$ cat src/logic/host_pkg.sv
/*
   constants, types and register map of the display host controller.
   assumes a 20 MHz system clock and a display module on the far side
   that follows the pin behaviour summarised below.
*/
// Function
// straps: low0/high1 6800, both high 8080, both low serial, low1/high0 I2C
// device takes transfers only while chip select is held low
// reset pin low runs device initialisation; held high in normal use
// data/command pin high sends display data, low sends a command byte
// in I2C mode the data/command pin is slave address bit 0
// 6800 mode: read/write pin high reads, low writes
// 8080 mode: read/write pin is an active-low write strobe
// 6800 mode: enable pin high starts the access
// 8080 mode: enable pin is an active-low read strobe
// serial modes: read/write and enable pins are held low
// clocked serial: line 0 clock, line 1 data, line 2 left undriven
// I2C: line 0 clock, lines 1 and 2 tied as the data wire
// parallel modes: 8-bit two-way bus, device drives only on reads
// clocked serial: device samples on rising clock, msb first
package host_pkg;

   // ----------------------------------------------------------------
   // software register map (byte addresses)
   // ----------------------------------------------------------------
   localparam logic [7:0] ADDR_CTRL   = 8'h00;
   localparam logic [7:0] ADDR_STATUS = 8'h04;
   localparam logic [7:0] ADDR_TXDATA = 8'h08;
   localparam logic [7:0] ADDR_CMD    = 8'h0c;
   localparam logic [7:0] ADDR_RXDATA = 8'h10;

   // control register fields
   localparam int CTRL_SEL_LOW  = 0;
   localparam int CTRL_SEL_HIGH = 1;
   localparam int CTRL_DC       = 2;
   localparam int CTRL_HOLD_RST = 3;
   localparam int CTRL_I2C_DATA = 4;
   localparam logic [4:0] CTRL_RESET = 5'h08; // device held in reset

   // status register fields
   localparam int STAT_BUSY = 0;
   localparam int STAT_NACK = 1;
   localparam int STAT_RST  = 2;

   // command register field
   localparam int CMD_READ = 0;

   // ----------------------------------------------------------------
   // protocol strap codes, written {high, low}
   // ----------------------------------------------------------------
   localparam logic [1:0] MODE_6800   = 2'h2;
   localparam logic [1:0] MODE_8080   = 2'h3;
   localparam logic [1:0] MODE_SERIAL = 2'h0;
   localparam logic [1:0] MODE_I2C    = 2'h1;

   // ----------------------------------------------------------------
   // timing
   // ----------------------------------------------------------------
   localparam int CLK_NS     = 50;
   localparam int PHASE_NS   = 200;   // parallel and serial phase
   localparam int I2C_PH_NS  = 2500;  // 200 kHz I2C half period
   localparam int PHASE_CYC  = (PHASE_NS + CLK_NS - 1) / CLK_NS;
   localparam int I2C_PH_CYC = (I2C_PH_NS + CLK_NS - 1) / CLK_NS;
   localparam int TMR_W      = 8;

   // bit and byte counts of one frame
   localparam logic [3:0] SER_BITS  = 4'h8;
   localparam logic [3:0] I2C_BITS  = 4'h9;  // eight data plus ack
   localparam logic [1:0] I2C_LAST  = 2'h2;  // address, control, data
   localparam int         ACK_BIT   = 8;

   // I2C framing values (address bit 0 comes from the data/command bit)
   localparam logic [5:0] I2C_ADDR_BASE = 6'h1e;
   localparam logic [7:0] I2C_CTRL_CMD  = 8'h00;
   localparam logic [7:0] I2C_CTRL_DATA = 8'h40;

   // ----------------------------------------------------------------
   // device pin bundle (all levels as seen on the wire)
   // ----------------------------------------------------------------
   typedef struct packed {
      logic protocol_select_low;
      logic protocol_select_high;
      logic cs_n;
      logic reset_n_input;
      logic dc;
      logic rw;
      logic e_rd;
   } pins_s;

endpackage

$ cat src/logic/byte_shifter.sv
/*
   msb-first shift register for the serial and I2C frames.
   assumes load and shift never come in the same cycle.
*/
`timescale 1ns/1ps
`default_nettype none
module byte_shifter
#(
   parameter int W = 8
)
(
   // clock and reset
   input  wire logic         i_clk,
   input  wire logic         i_rst,
   // control
   input  wire logic         i_load,
   input  wire logic [W-1:0] i_data,
   input  wire logic         i_shift,
   // output
   output logic              o_msb
);

   logic [W-1:0] data_ff;

   // load wins; a shift pulls in zero at the bottom
   always_ff @(posedge i_clk or posedge i_rst)
   begin
      if (i_rst)
         data_ff <= '0;
      else if (i_load)
         data_ff <= i_data;
      else if (i_shift)
         data_ff <= {data_ff[W-2:0], 1'b0};
   end

   assign o_msb = data_ff[W-1];

endmodule
`default_nettype wire

$ cat src/logic/oled_host_ctrl.sv
/*
   host controller for the display module's host port: drives the
   straps, chip select, reset, data/command and strobe pins and the
   eight shared data lines in 6800, 8080, clocked serial or I2C style.
   assumes software on a plain register port (read data one cycle after
   the read strobe) and an outside wire model that resolves the data
   lines from the output enables, which are low while driving.
*/
// The strobed register port and the register offsets were decided locally.
`timescale 1ns/1ps
`default_nettype none
module oled_host_ctrl
(
   // clock and reset
   input  wire logic                  i_clk,
   input  wire logic                  i_rst,
   // software register port
   input  wire logic [7:0]            i_addr,
   input  wire logic [31:0]           i_wdata,
   input  wire logic                  i_wr,
   input  wire logic                  i_rd,
   output logic      [31:0]           o_rdata,
   // device control pins
   output host_pkg::pins_s            o_pins,
   // device data lines
   input  wire logic [7:0]            i_bus_in,
   output logic      [7:0]            o_bus_out,
   output logic      [7:0]            o_bus_oe_n
);

   // ----------------------------------------------------------------
   // declarations
   // ----------------------------------------------------------------
   typedef enum logic [3:0] {
      ST_IDLE,
      ST_PSETUP,
      ST_PSTROBE,
      ST_PHOLD,
      ST_I2C_START,
      ST_BIT_LO,
      ST_BIT_HI,
      ST_STOP_LO,
      ST_STOP_HI
   } state_e;

   state_e          state_ff;
   state_e          nxt_state;
   logic [4:0]      ctrl_ff;
   logic [7:0]      tx_ff;
   logic [7:0]      rx_ff;
   logic            nack_ff;
   logic            is_read_ff;
   logic [3:0]      bit_ff;
   logic [1:0]      byte_ff;
   logic [31:0]     rdata_ff;
   host_pkg::pins_s pins_ff;
   host_pkg::pins_s nxt_pins;
   logic [7:0]      bus_out_ff;
   logic [7:0]      nxt_bus_out;
   logic [7:0]      bus_oe_n_ff;
   logic [7:0]      nxt_bus_oe_n;

   logic [1:0]      mode;
   logic            parallel;
   logic            is_i2c;
   logic            busy;
   logic            go_wr;
   logic            go_rd;
   logic            start;
   logic            done;
   logic            first;
   logic            last_bit;
   logic            bit_end;
   logic            frame_end;
   logic            shift;
   logic            load;
   logic [7:0]      load_val;
   logic [3:0]      frame_bits;
   logic [7:0]      phase_len;
   logic            msb;
   logic            sda_in;

   // ----------------------------------------------------------------
   // decoding of mode and software requests
   // ----------------------------------------------------------------
   assign mode     = {ctrl_ff[host_pkg::CTRL_SEL_HIGH],
                      ctrl_ff[host_pkg::CTRL_SEL_LOW]};
   assign parallel = (mode == host_pkg::MODE_6800) ||
                     (mode == host_pkg::MODE_8080);
   assign is_i2c   = (mode == host_pkg::MODE_I2C);
   assign busy     = (state_ff != ST_IDLE);

   // no transfer while the device is held in reset or one is running
   assign go_wr = i_wr && (i_addr == host_pkg::ADDR_TXDATA) && !busy &&
                  !ctrl_ff[host_pkg::CTRL_HOLD_RST];
   assign go_rd = i_wr && (i_addr == host_pkg::ADDR_CMD) && !busy &&
                  i_wdata[host_pkg::CMD_READ] && parallel &&
                  !ctrl_ff[host_pkg::CTRL_HOLD_RST];
   assign start = go_wr || go_rd;

   // the data line 1 is the tied data wire in I2C mode
   assign sda_in = i_bus_in[1];

   assign frame_bits = is_i2c ? host_pkg::I2C_BITS : host_pkg::SER_BITS;
   assign last_bit   = (bit_ff == frame_bits - 4'h1);
   assign bit_end    = (state_ff == ST_BIT_HI) && done;
   assign frame_end  = bit_end && last_bit &&
                       (!is_i2c || byte_ff == host_pkg::I2C_LAST);
   assign phase_len  = is_i2c ? 8'(host_pkg::I2C_PH_CYC)
                              : 8'(host_pkg::PHASE_CYC);

   // ----------------------------------------------------------------
   // phase pacing and serial shifting
   // ----------------------------------------------------------------
   phase_timer #(.W(host_pkg::TMR_W)) u_timer
   (
      .i_clk     (i_clk),
      .i_rst     (i_rst),
      .i_restart (nxt_state != state_ff),
      .i_len     (phase_len),
      .o_done    (done),
      .o_first   (first)
   );

   // first byte of an I2C frame is the address, then control, then data
   always_comb
   begin
      load_val = tx_ff;
      if (is_i2c && state_ff == ST_IDLE)
         load_val = {host_pkg::I2C_ADDR_BASE,
                     ctrl_ff[host_pkg::CTRL_DC], 1'b0};
      else if (is_i2c && byte_ff == 2'h0)
         load_val = ctrl_ff[host_pkg::CTRL_I2C_DATA] ?
                    host_pkg::I2C_CTRL_DATA : host_pkg::I2C_CTRL_CMD;
   end

   assign load  = (go_wr && !parallel) ||
                  (bit_end && last_bit && !frame_end);
   assign shift = bit_end && !last_bit;

   byte_shifter #(.W(8)) u_shift
   (
      .i_clk   (i_clk),
      .i_rst   (i_rst),
      .i_load  (load),
      .i_data  (go_wr && !is_i2c ? i_wdata[7:0] : load_val),
      .i_shift (shift),
      .o_msb   (msb)
   );

   // ----------------------------------------------------------------
   // transfer sequencer
   // ----------------------------------------------------------------
   always_comb
   begin
      nxt_state = state_ff;
      unique case (state_ff)
         ST_IDLE:
            if (start)
            begin
               if (parallel)
                  nxt_state = ST_PSETUP;
               else if (is_i2c)
                  nxt_state = ST_I2C_START;
               else
                  nxt_state = ST_BIT_LO;
            end
         ST_PSETUP:    if (done) nxt_state = ST_PSTROBE;
         ST_PSTROBE:   if (done) nxt_state = ST_PHOLD;
         ST_PHOLD:     if (done) nxt_state = ST_IDLE;
         ST_I2C_START: if (done) nxt_state = ST_BIT_LO;
         ST_BIT_LO:    if (done) nxt_state = ST_BIT_HI;
         ST_BIT_HI:
            if (done)
            begin
               if (!frame_end)
                  nxt_state = ST_BIT_LO;
               else if (is_i2c)
                  nxt_state = ST_STOP_LO;
               else
                  nxt_state = ST_IDLE;
            end
         ST_STOP_LO:   if (done) nxt_state = ST_STOP_HI;
         ST_STOP_HI:   if (done) nxt_state = ST_IDLE;
      endcase
   end

   always_ff @(posedge i_clk or posedge i_rst)
   begin
      if (i_rst)
         state_ff <= ST_IDLE;
      else
         state_ff <= nxt_state;
   end

   // bit and byte position within a serial frame
   always_ff @(posedge i_clk or posedge i_rst)
   begin
      if (i_rst)
      begin
         bit_ff  <= '0;
         byte_ff <= '0;
      end
      else if (start)
      begin
         bit_ff  <= '0;
         byte_ff <= '0;
      end
      else if (bit_end)
      begin
         bit_ff  <= last_bit ? 4'h0 : bit_ff + 4'h1;
         byte_ff <= last_bit ? byte_ff + 2'h1 : byte_ff;
      end
   end

   // ----------------------------------------------------------------
   // software registers
   // ----------------------------------------------------------------
   // straps, data/command and reset hold only change while idle
   always_ff @(posedge i_clk or posedge i_rst)
   begin
      if (i_rst)
         ctrl_ff <= host_pkg::CTRL_RESET;
      else if (i_wr && i_addr == host_pkg::ADDR_CTRL && !busy)
         ctrl_ff <= i_wdata[4:0];
   end

   // write byte and direction of the running transfer
   always_ff @(posedge i_clk or posedge i_rst)
   begin
      if (i_rst)
      begin
         tx_ff      <= '0;
         is_read_ff <= 1'b0;
      end
      else if (start)
      begin
         tx_ff      <= go_wr ? i_wdata[7:0] : tx_ff;
         is_read_ff <= go_rd;
      end
   end

   // read byte taken at the close of the strobe, while still active
   always_ff @(posedge i_clk or posedge i_rst)
   begin
      if (i_rst)
         rx_ff <= '0;
      else if (state_ff == ST_PSTROBE && done && is_read_ff)
         rx_ff <= i_bus_in;
   end

   // missing acknowledge is sticky; a new one beats the clear
   always_ff @(posedge i_clk or posedge i_rst)
   begin
      if (i_rst)
         nack_ff <= 1'b0;
      else if (is_i2c && bit_end && bit_ff == 4'(host_pkg::ACK_BIT) &&
               sda_in)
         nack_ff <= 1'b1;
      else if (i_wr && i_addr == host_pkg::ADDR_STATUS &&
               i_wdata[host_pkg::STAT_NACK])
         nack_ff <= 1'b0;
   end

   // read data stand for the one cycle after the strobe
   always_ff @(posedge i_clk or posedge i_rst)
   begin
      if (i_rst)
         rdata_ff <= '0;
      else if (!i_rd)
         rdata_ff <= '0;
      else
         unique case (i_addr)
            host_pkg::ADDR_CTRL:   rdata_ff <= {27'h0, ctrl_ff};
            host_pkg::ADDR_STATUS: rdata_ff <= {29'h0,
                                     ctrl_ff[host_pkg::CTRL_HOLD_RST],
                                     nack_ff, busy};
            host_pkg::ADDR_RXDATA: rdata_ff <= {24'h0, rx_ff};
            default:               rdata_ff <= '0;
         endcase
   end

   assign o_rdata = rdata_ff;

   // ----------------------------------------------------------------
   // pin levels
   // ----------------------------------------------------------------
   // levels follow the state one cycle later, so all pins move together
   always_comb
   begin
      nxt_pins                      = '0;
      nxt_pins.protocol_select_low  = mode[0];
      nxt_pins.protocol_select_high = mode[1];
      nxt_pins.cs_n                 = 1'b1;
      nxt_pins.reset_n_input        =
         !ctrl_ff[host_pkg::CTRL_HOLD_RST];
      nxt_pins.dc                   = ctrl_ff[host_pkg::CTRL_DC];
      nxt_bus_out                   = '0;
      nxt_bus_oe_n                  = 8'hff;
      unique case (mode)
         host_pkg::MODE_6800:
         begin
            if (state_ff inside {ST_PSETUP, ST_PSTROBE, ST_PHOLD})
            begin
               nxt_pins.cs_n = 1'b0;
               nxt_pins.rw   = is_read_ff;
               nxt_pins.e_rd = (state_ff == ST_PSTROBE);
               if (!is_read_ff)
               begin
                  nxt_bus_out  = tx_ff;
                  nxt_bus_oe_n = 8'h00;
               end
            end
         end
         host_pkg::MODE_8080:
         begin
            // strobes idle high; both low would be an illegal access
            nxt_pins.rw   = 1'b1;
            nxt_pins.e_rd = 1'b1;
            if (state_ff inside {ST_PSETUP, ST_PSTROBE, ST_PHOLD})
            begin
               nxt_pins.cs_n = 1'b0;
               nxt_pins.rw   = !(state_ff == ST_PSTROBE &&
                                 !is_read_ff);
               nxt_pins.e_rd = !(state_ff == ST_PSTROBE &&
                                 is_read_ff);
               if (!is_read_ff)
               begin
                  nxt_bus_out  = tx_ff;
                  nxt_bus_oe_n = 8'h00;
               end
            end
         end
         host_pkg::MODE_SERIAL:
         begin
            // strobe pins stay low; line 2 and up are left undriven
            nxt_bus_oe_n = 8'hfc;
            if (state_ff inside {ST_BIT_LO, ST_BIT_HI})
            begin
               nxt_pins.cs_n  = 1'b0;
               nxt_bus_out[0] = (state_ff == ST_BIT_HI);
               // data moves only after the falling clock edge
               nxt_bus_out[1] = (state_ff == ST_BIT_LO && first) ?
                                bus_out_ff[1] : msb;
            end
         end
         host_pkg::MODE_I2C:
         begin
            // open drain: a line is pulled low by enabling a zero
            nxt_pins.cs_n   = !busy;
            nxt_bus_oe_n[0] = !(state_ff inside {ST_BIT_LO,
                                ST_STOP_LO});
            unique case (state_ff)
               ST_I2C_START, ST_STOP_HI:
                  nxt_bus_oe_n[1] = 1'b0;
               ST_STOP_LO:
                  nxt_bus_oe_n[1] = first ? bus_oe_n_ff[1] : 1'b0;
               ST_BIT_LO:
                  // hold data over the falling clock edge
                  nxt_bus_oe_n[1] = first ? bus_oe_n_ff[1] :
                     (last_bit || msb);
               ST_BIT_HI:
                  nxt_bus_oe_n[1] = last_bit || msb;
               default:
                  nxt_bus_oe_n[1] = 1'b1;
            endcase
         end
      endcase
   end

   always_ff @(posedge i_clk or posedge i_rst)
   begin
      if (i_rst)
      begin
         pins_ff     <= '{protocol_select_low: 1'b0,
                          protocol_select_high: 1'b0,
                          cs_n: 1'b1, reset_n_input: 1'b0,
                          dc: 1'b0, rw: 1'b0, e_rd: 1'b0};
         bus_out_ff  <= '0;
         bus_oe_n_ff <= 8'hff;
      end
      else
      begin
         pins_ff     <= nxt_pins;
         bus_out_ff  <= nxt_bus_out;
         bus_oe_n_ff <= nxt_bus_oe_n;
      end
   end

   assign o_pins     = pins_ff;
   assign o_bus_out  = bus_out_ff;
   assign o_bus_oe_n = bus_oe_n_ff;

endmodule
`default_nettype wire

$ cat src/logic/phase_timer.sv
/*
   cycle counter that paces each phase of a transfer.
   assumes the caller restarts it on every state change.
*/
`timescale 1ns/1ps
`default_nettype none
module phase_timer
#(
   parameter int W = 8
)
(
   // clock and reset
   input  wire logic         i_clk,
   input  wire logic         i_rst,
   // control
   input  wire logic         i_restart,
   input  wire logic [W-1:0] i_len,
   // status
   output logic              o_done,
   output logic              o_first
);

   logic [W-1:0] count_ff;

   // count cycles since the last restart, saturating at the end
   always_ff @(posedge i_clk or posedge i_rst)
   begin
      if (i_rst)
         count_ff <= '0;
      else if (i_restart)
         count_ff <= '0;
      else if (!o_done)
         count_ff <= count_ff + 1'b1;
   end

   assign o_done  = (count_ff == i_len - 1'b1);
   assign o_first = (count_ff == '0);

endmodule
`default_nettype wire

$ cat config.mk
export PLATFORM = sky130hd
export DESIGN_NAME = oled_host_ctrl
export DESIGN_NICKNAME = d
export VERILOG_FILES = /design/src/logic/host_pkg.sv /design/src/logic/byte_shifter.sv /design/src/logic/oled_host_ctrl.sv /design/src/logic/phase_timer.sv
export SDC_FILE = /design/constraint.sdc
export NUM_CORES = 1
export LEC_CHECK = 0
export BUFFER_PORTS_ARGS = -buffer_cell sky130_fd_sc_hd__buf_2
export CAP_MARGIN = 20
export CORE_MARGIN = 3
export CORE_UTILIZATION = 49
export CTS_CLUSTER_DIAMETER = 30
export DETAILED_ROUTE_END_ITERATION = 6
export PLACE_DENSITY_LB_ADDON = 0.08
export SYNTH_ARGS = -nofsm -noshare
export SYNTH_HDL_FRONTEND = slang
export SYNTH_SLANG_ARGS = --single-unit
$ cat constraint.sdc
create_clock -name i_clk -period 3.12 [get_ports i_clk]
set_input_delay 0.156 -clock i_clk [delete_from_list [all_inputs] [get_ports i_clk]]
set_output_delay 0.156 -clock i_clk [all_outputs]
set_load 0.03 [all_outputs]
**Word level (Yosys, flattened, before mapping)**

Cells that the tools add are included.

- Input port bits: 52
- Logic and storage cells: 166
- Register bits: 104

- Multiplexer cells: 52
- Reductions and logical operators: 63
- Equal/unequal tests: 24
- Add/sub/neg operators: 5

Operators with widths:

| operator | count |
|---|---|
| 8-bit two-way mux | 12 |
| 4-bit two-way mux | 11 |
| 4-bit case mux with 8 select lines | 1 |
| 1-bit logical AND | 29 |
| 8-bit case mux with 3 select lines | 1 |
| 6-bit two-way mux | 3 |
| 4-bit by 3-bit equality test with 1-bit output, second input constant | 4 |
| 8-bit by 4-bit equality test with 1-bit output, second input constant | 2 |
| 8-bit zero test | 2 |
| 2-bit two-way mux | 6 |
| 2-bit nonzero test | 6 |
| 1-bit zero test | 10 |
| 1-bit two-way mux | 9 |
| 3-bit two-way mux | 3 |
| 3-bit inequality test, second input constant | 3 |
| 8-bit by 1-bit adder with 8-bit output, second input constant | 1 |
| 4-bit by 2-bit equality test with 1-bit output, second input constant | 2 |
| 4-bit equality test, second input constant | 2 |
| 8-bit by 3-bit equality test with 1-bit output, second input constant | 1 |
| 8-bit by 5-bit equality test with 1-bit output, second input constant | 1 |
| 8-bit equality test | 1 |
| 2-bit case mux with 2 select lines | 2 |
| 7-bit two-way mux | 1 |
| 6-bit by 1-bit subtractor with 7-bit output, second input constant | 1 |
| 19 further kinds | 30 |

**Depth between registers and ports, before layout**

Gate-level depths: netlist of the first run.

- Depth in word-level cells: 12
- Depth in mapped cells: 9

**Modules after synthesis**

A second synthesis of the first run with hierarchy kept.

- Cell total of the unflattened synthesis: 442
- Area total of the unflattened synthesis: 4305.4 um2

Modules (own cells, without submodules):

| module | instances | sequential area each (um2) | cells each | area each (um2) |
|---|---|---|---|---|
| oled_host_ctrl | 1 | 1482.7 | 327 | 3238.1 |
| phase_timer | 1 | 200.2 | 80 | 694.4 |
| byte_shifter | 1 | 200.2 | 35 | 372.9 |

**Worst setup path after synthesis of the first run**

No wires, ideal clock.

- Kind: register to register
- Start: reg ctrl_ff[1]
- End: reg u_timer.count_ff[1]
- Setup slack: 991 ps
- Period minus slack after synthesis: 2129 ps
- Data arrival time: 1993 ps
- Required time: 2984 ps
- Path buffers: 1
- Stages on the path, launching flop included: 8
- Setup time: 136 ps
- Path through: dfrtp_1 > buf_6 > nand2b_4 > or3_4 > a21oi_2 > nand4_1 > a211oi_4 > nor3_1

- Longest elaborated chain between the ends: 12
- Elaborated cells between the ends (all ways): 34
- Classes of those cells: add/sub: 2; eq/ne: 7; mux: 16; reduce/logical: 9

Ends and longest elaborated chain:

| what | RTL line | source |
|---|---|---|
| start, declared | oled_host_ctrl.sv:48 | `logic [4:0] ctrl_ff;` |
| start signal, assigned | oled_host_ctrl.sv:223 | `ctrl_ff <= host_pkg::CTRL_RESET;` |
| start signal, assigned | oled_host_ctrl.sv:225 | `ctrl_ff <= i_wdata[4:0];` |
| 2-bit by 1-bit equality test with 1-bit output | oled_host_ctrl.sv:90 | `assign is_i2c = (mode == host_pkg::MODE_I2C);` |
| 6-bit two-way mux | oled_host_ctrl.sv:109 | `assign phase_len = is_i2c ? 8'(host_pkg::I2C_PH_CYC)` |
| 6-bit by 1-bit subtractor with 7-bit output | phase_timer.sv:36 | `assign o_done = (count_ff == i_len - 1'b1);` |
| 8-bit equality test | phase_timer.sv:36 |  |
| 1-bit logical AND | oled_host_ctrl.sv:106 | `assign bit_end = (state_ff == ST_BIT_HI) && done;` |
| 1-bit logical AND (2 in a row) | oled_host_ctrl.sv:107 | `assign frame_end = bit_end && last_bit &&` |
| 3-bit two-way mux | oled_host_ctrl.sv:176 | `if (!frame_end)` |
| 4-bit two-way mux | oled_host_ctrl.sv:174 | `if (done)` |
| 4-bit case mux with 8 select lines | oled_host_ctrl.sv:157 | `unique case (state_ff)` |
| 4-bit inequality test | oled_host_ctrl.sv:119 | `.i_restart (nxt_state != state_ff),` |
| 2-bit by 1-bit inequality test with 1-bit output (no source line) or 8-bit two-way mux (tied branches) | - |  |
| end signal, assigned | phase_timer.sv:33 | `count_ff <= count_ff + 1'b1;` |
| end, declared | phase_timer.sv:23 | `logic [W-1:0] count_ff;` |

Several ways; a longest one is shown, not always the timed one.
A chain may end at the register's enable or synchronous reset.

**Final worst setup path of the first run**

- Start: reg ctrl_ff[0]
- End: reg u_timer.count_ff[5]

The elaborated chain is that of the path after synthesis.

==> summary.md, run 1 <==
| Metric | Value |
|---|---|
| Clk_skew | `approximately 0.011 ns` |
| Asr flop ratio synth | `100%` |
| Layout cell share with drive strength beyond 1 | `between 20% and 30%` |
| CP Launch Type | `flop` |
| Input/output buffers | `58` |
| Syn avg cell area | `10.5 um^2` |
| Clk Latency, worst-skew pair | `approximately 0.35 ns` |
| Status | `complete, but fails checks` |
| # Max-Cap Violations | `0` |
| First-pass GRT wire length | `~14 mm` |
| Post-synth top area cell | `dfrtp_1` |
| First drt pass iteration count | `4` |
| Top cell type's share of synthesized area | `43.6%` |
| Met2 Usage GRT | `between 20% and 30%` |
| Top_reg_cell synth | `dfrtp_1` |
| Period utilization | `roughly four fifths` |
| CP max stage cell | `dfrtp_1` |
| VDD IR-drop max | `264 uV` |
| Met1 usage | `roughly 28%` |
| # Post-CTS Setup Buffers | `0` |
| Core Util, Final | `57.3%` |
| Via count | `3017` |
| CTS tree | `done` |
| Die Wd | `96.5 um` |
| Max-slew headroom at the worst pin | `about 41%` |
| FF/Latch Area | `0.00188 mm^2` |
| CTS Hold Buffers Added | `0` |
| Initial antenna violation count | `0` |
| Worst-path cell chain | `nand2b_4 -> or3_4 -> a21oi_2 -> nand4_1 -> a211oi_4 -> nor3_1` |
| NumNets Final | `500` |
| Post-Layout Inst Area | `0.00450 mm^2` |
| Post-route ant nets | `0` |
| Worst Setup End Kind | `flop` |
| Rows | `32` |
| Crit path kind | `flop to flop` |
| Largest net degree at the start of global routing | `44` |
| Placeable Area | `0.00785 mm^2` |
| Starting DRC count in detailed routing | `approximately 110` |
| Reg clk slew, reported paths | `~0.080 ns` |
| CTS buffer count | `9` |
| Critical Path RT | `between 3 and 4 ns` |
| Die Y | `slightly below 100 um` |
| Post-place instance area | `between 0.004 and 0.005 mm^2` |
| Synth cell types | `68` |
| Die area | `0.00932 mm^2` |
| Top Ports | `between 100 and 150` |
| RSZ-0062 raised after global routing | `false` |
| Post-Route WL | `8.53 mm` |
| Met3 usage | `around 3.2%` |
| Power per standard cell area | `about 560 mW/mm^2` |
| Initial Util | `between 50% and 60%` |
| Period minus WS final | `around 2.5 ns` |
| Gr ovfl total | `0` |
| Sequential area share after synthesis | `between 40% and 50%` |
| Ranking of synthesized cells by area | `dfrtp_1, mux2_2, buf_4, mux2i_1, dfstp_2` |
| TNS Setup | `0 ns` |
| R2r worst-path depth | `6` |
| Hold Violations, Final | `33` |
| Failing checks | `negative hold slack` |
| Worst Tran Pin Value | `roughly 0.88 ns` |
| CTS max path bufs | `2` |
| EDFF count, synth | `0` |
| Gate count after technology mapping | `between 300 and 400` |
| CTS H-tree depth | `3` |
| Hpwl dp | `between 6 and 7 mm` |
| #FFs+latches synth | `75` |
| Layout filler cell count | `approximately 740` |
| Most numerous cell in the Yosys netlist | `dfrtp_1` |
| DR vias/cell | `between 5 and 6` |
| Worst hold path class | `input port to asynchronous set/reset pin` |
| Max Fclk | `0.394 GHz` |
| Synth-to-Final Area Change | `12.0%` |
| Clock sinks | `75` |
| Post-route DRC | `0` |
| Final setup margin | `0.585 ns` |
| Post-CTS resize count | `0` |
| Routed length per instance | `roughly 16 um` |
| Hold slack | `-0.0154 ns` |
| Global placement routability congestion | `~0.80` |
| Placement Setup Slack | `roughly 0.58 ns` |
| GR peak layer | `met2` |
| Leak Pwr | `between 0.002 and 0.0025 uW` |
| Ys Warns | `0` |
| Root buffer selected by CTS | `clkbuf_8` |
| Critical Path AT | `2.76 ns` |
| Top post-synthesis cells by count | `dfrtp_1, buf_4, nand2_1` |
| Cell area after synthesis | `0.00402 mm^2` |
| Worst Path Max Fanout | `13` |
| Setup Viol. Count Final | `0` |
| # diodes | `0` |
| Multi-input gate area | `between 0.0015 and 0.002 mm^2` |
| Final Max Tran Viols | `0` |
| CP max stage delay | `around 0.63 ns` |
| Vias in the first global route | `2798` |
| Gr usage total | `approximately 20%` |
[per-stage QoR]
stage                     hold slack [ns]  power (uW)  instances
after floorplan                     0.290        1640        405
after global placement              0.390        1770        533
after detailed placement            0.393        1780        533
after CTS                          0.0105        2530        549
after global routing               0.0312        2650        549
final                             -0.0154        2500        549
[layer usage]
metal  share of wire (%)  vias to the layer above
met5                   0                        -
met4                 2.4                        0
met3                 6.7                       16
met2                  44                      108
met1                  47                     1461
li1                    -                     1432
[cell families after synthesis]
family,synth area share (%)
AO/OA/AOI/OAI,12.1
XOR/XNOR,1.74
other,0.0934
AND/OR/NAND/NOR,19.2
adder cells (fa/ha/maj),1.87
buffers and inverters,8.50
flip-flops,46.9
multiplexers,9.63
[worst paths after layout]
path	start	end	slack [ns]
setup reg to reg	ctrl_ff[0]	u_timer.count_ff[5]	0.58
min in group i_clk	i_bus_in[6]	rx_ff[6]	0.03
hold / removal	i_rst	rx_ff[6]	-0.02
max in group asynchronous	i_rst	o_bus_oe_n[6]	2.32
setup / recovery	ctrl_ff[0]	u_timer.count_ff[5]	0.58
hold reg to reg	ctrl_ff[2]	o_pins[2]	0.47
[report_power, final]
part / internal, uW / total, uW / switching (uW)
logic: 222 / 584 / 362
clock network: 371 / 740 / 369
registers: 1050 / 1180 / 126
total: 1640 / 2500 / 858
[registers in the layout, summed over array words and instances, names as in the netlist, 5 cells and up]
name	cells
o_rdata	8
o_bus_out	8
rx_ff	8
ctrl_ff	5
o_pins	7
u_shift.data_ff	8
u_timer.count_ff	8
tx_ff	8
[critical path, delay by kind of cell, from the launching register on]
kind,cells,cell delay (ns)
AND/OR/NAND/NOR,4,0.90
AO/OA/AOI/OAI,2,0.87
flip-flops,1,0.63
[placed cells by master (no fill, tap or decap), types with 6 or more instances in the layout]
cell type	n
dfrtp_1	70
buf_2	58
nand2_1	29
nor2_1	27
conb_1	24
mux2_2	21
a21oi_1	16
mux2i_1	15
o21ai_0	14
and3_1	13
inv_1	12
nand3_1	11
buf_4	10
clkbuf_8	9
nand4_1	6
nor3_1	6
ha_1	6
[area by class of cell]
| cell class | instances | area share [%] |
|---|---|---|
| clock buffers | 10 | 2.84 |
| clock inverters | 6 | 1.47 |
| inverters | 13 | 1.09 |
| multi-input cells | 275 | 41.8 |
| flip-flops and latches | 75 | 41.9 |
| well taps | 102 | 2.84 |
| repair buffers | 68 | 8.12 |
No activity file was read; power rests on OpenSTA's default activity.
==> run 2, diff against run 1 <==
clock period = 2.4 ns   (was 3.12 ns; I/O delays follow)
==> summary.md, run 2 (synthesis results as in run 1) <==
| Metric | Value |
|---|---|
| Clock sinks | `75 (unchanged)` |
| Vias in the first global route | `2882 (was 2798)` |
| DR vias/cell | `5.35 (was 5.50)` |
| Post-Route WL | `8.80 mm (was 8.53 mm)` |
| Leak Pwr | `0.00227 uW (was 0.00217 uW)` |
| Placed Cells | `548 (was 533)` |
| NumNets Final | `521 (was 500)` |
| Worst Path Max Fanout | `15 (was 13)` |
| Critical Path RT | `2.62 ns (was 3.34 ns)` |
| Most common cell after layout, fill and taps aside | `dfrtp_1 (unchanged)` |
| Layout filler cell count | `697 (was 739)` |
| RSZ-0062 raised after global routing | `false (unchanged)` |
| CTS H-tree depth | `3 (unchanged)` |
| Layout cell share with drive strength beyond 1 | `29.7% (was 27.7%)` |
| Initial Util | `51.2% (unchanged)` |
| VDD IR-drop max | `450 uV (was 264 uV)` |
| Worst Tran Pin Value | `0.683 ns (was 0.882 ns)` |
| Sw frac | `35.2% (was 34.3%)` |
| CP Launch Type | `flop (unchanged)` |
| Final setup margin | `0.164 ns (was 0.585 ns)` |
| Die Y | `96.5 um (unchanged)` |
| Die area | `0.00932 mm^2 (unchanged)` |
| # diodes | `0 (unchanged)` |
| Die Wd | `96.5 um (unchanged)` |
| Clock power share | `26.6% (was 29.6%)` |
| Clk_skew | `0.0126 ns (was 0.0109 ns)` |
| Crit path kind | `flop to flop (unchanged)` |
| FF/Latch Area | `0.00188 mm^2 (unchanged)` |
| Net Switching | `1150 uW (was 858 uW)` |
| Worst hold path class | `input port to flop (was input port to asynchronous set/reset pin)` |
| Post-CTS resize count | `0 (unchanged)` |
| Post-route ant nets | `0 (unchanged)` |
| Period utilization | `93.1% (was 81.3%)` |
| Gr usage total | `20.0% (was 19.6%)` |
| Setup Viol. Count Final | `0 (unchanged)` |
| Max-slew headroom at the worst pin | `54.3% (was 41.1%)` |
| # Max-Cap Violations | `0 (unchanged)` |
| Non-filler cells in the finished layout | `570 (was 549)` |
| Starting DRC count in detailed routing | `151 (was 109)` |
| Placement Setup Slack | `0.197 ns (was 0.581 ns)` |
| Hold slack | `0.00981 ns (was -0.0154 ns)` |
| Multi-input gate area | `0.00188 mm^2 (unchanged)` |
| Gr ovfl total | `0 (unchanged)` |
| Worst Setup End Kind | `flop (unchanged)` |
| Hold Violations, Final | `0 (was 33)` |
| Via count | `3047 (was 3017)` |
| Most frequent cells in the layout | `dfrtp_1, buf_2, nand2_1, nor2_1, buf_4 (was dfrtp_1, buf_2, nand2_1, nor2_1, conb_1)` |
| CTS tree | `done (unchanged)` |
| Period minus WS final | `2.24 ns (was 2.54 ns)` |
| Hpwl dp | `6.65 mm (was 6.28 mm)` |
| Global placement routability congestion | `0.847 (was 0.804)` |
| Logic gate share of total power | `28.4% (was 23.4%)` |
| Routed length per instance | `15.4 um (was 15.5 um)` |
| First drt pass iteration count | `4 (unchanged)` |
| Root buffer selected by CTS | `clkbuf_8 (unchanged)` |
| TNS Setup | `0 ns (unchanged)` |
| # Post-CTS Setup Buffers | `0 (unchanged)` |
| P_int | `2120 uW (was 1640 uW)` |
| Initial antenna violation count | `0 (unchanged)` |
| Critical Path AT | `2.46 ns (was 2.76 ns)` |
| Power per standard cell area | `703 mW/mm^2 (was 556 mW/mm^2)` |
| CTS Hold Buffers Added | `5 (was 0)` |
| CTS buffer count | `9 (unchanged)` |
| First-pass GRT wire length | `14.1 mm (about the same)` |
| Core Util, Final | `59.2% (was 57.3%)` |
| Reg clk slew, reported paths | `0.09 ns (was 0.08 ns)` |
| Placeable Area | `0.00785 mm^2 (unchanged)` |
| Clk Latency, worst-skew pair | `0.35 ns (about the same)` |
| Largest net degree at the start of global routing | `31 (was 44)` |
| Rows | `32 (unchanged)` |
| Synth-to-Final Area Change | `15.6% (was 12.0%)` |
| Input/output buffers | `58 (unchanged)` |
| Sequential power share | `45.0% (was 47.0%)` |
| Top Ports | `107 (unchanged)` |
| Post-route DRC | `0 (unchanged)` |
| Final Max Tran Viols | `0 (unchanged)` |
| Status | `finished, final reports clean (was complete, but fails checks)` |
| CTS max path bufs | `2 (unchanged)` |
| Max Fclk | `0.447 GHz (was 0.394 GHz)` |
-- run 2: cell type report --
type	instances	share of cell area, %
tap	102	2.75
inverter	13	1.05
multi-input combinational	275	40.4
timing repair buffer	89	11.6
clock inverter	6	0.889
sequential	75	40.5
clock buffer	10	2.75
-- run 2: critical path, stage by stage, from the launching register on --
cell and delay, ns:
dfrtp_1 0.44, nor4_2 0.35, and4_1 0.26, a21bo_1 0.24
o32a_4 0.45, a211oi_1 0.28, a21oi_1 0.07
-- run 2: final timing paths --
| kind | from | endpoint | slack, ns | cells after the start |
|---|---|---|---|---|
| max in group asynchronous | i_rst | ctrl_ff[3] | 1.23 | 4 |
| setup reg to reg | u_timer.count_ff[2] | u_shift.data_ff[2] | 0.16 | 6 |
| hold / removal | i_bus_in[4] | rx_ff[4] | 0.01 | 2 |
| setup / recovery | u_timer.count_ff[2] | u_shift.data_ff[2] | 0.16 | 6 |
| min in group asynchronous | i_rst | o_pins[1] | 0.38 | 3 |
| hold reg to reg | ctrl_ff[2] | o_pins[2] | 0.46 | 0 |
-- run 2: routing by layer --
layer  GRT usage (%)  wire length [um]  vias up
met5               0                 0        -
met4            6.78               111        0
met3            3.87               643       10
met2            32.1              4080      105
met1            27.2              3970     1456
li1                -                 -     1476
-- run 2: power groups by stage --
| stage | combinational [uW] | sequential, uW | clock (uW) |
|---|---|---|---|
| 2_1_floorplan | 638 | 1500 | 0 |
| 3_3_place_gp | 908 | 1490 | 0 |
| 4_1_cts | 933 | 1470 | 893 |
| 5_1_grt | 1030 | 1480 | 957 |
| 6_report | 926 | 1470 | 870 |
| 3_5_place_dp | 922 | 1490 | 0 |
-- run 2: metrics by stage --
stage                     power (uW)  instance area (um^2)
after global routing            3470                  4640
after CTS                       3290                  4630
after global placement          2400                  4420
final                           3260                  4640
after detailed placement        2410                  4420
after floorplan                 2130                  4100
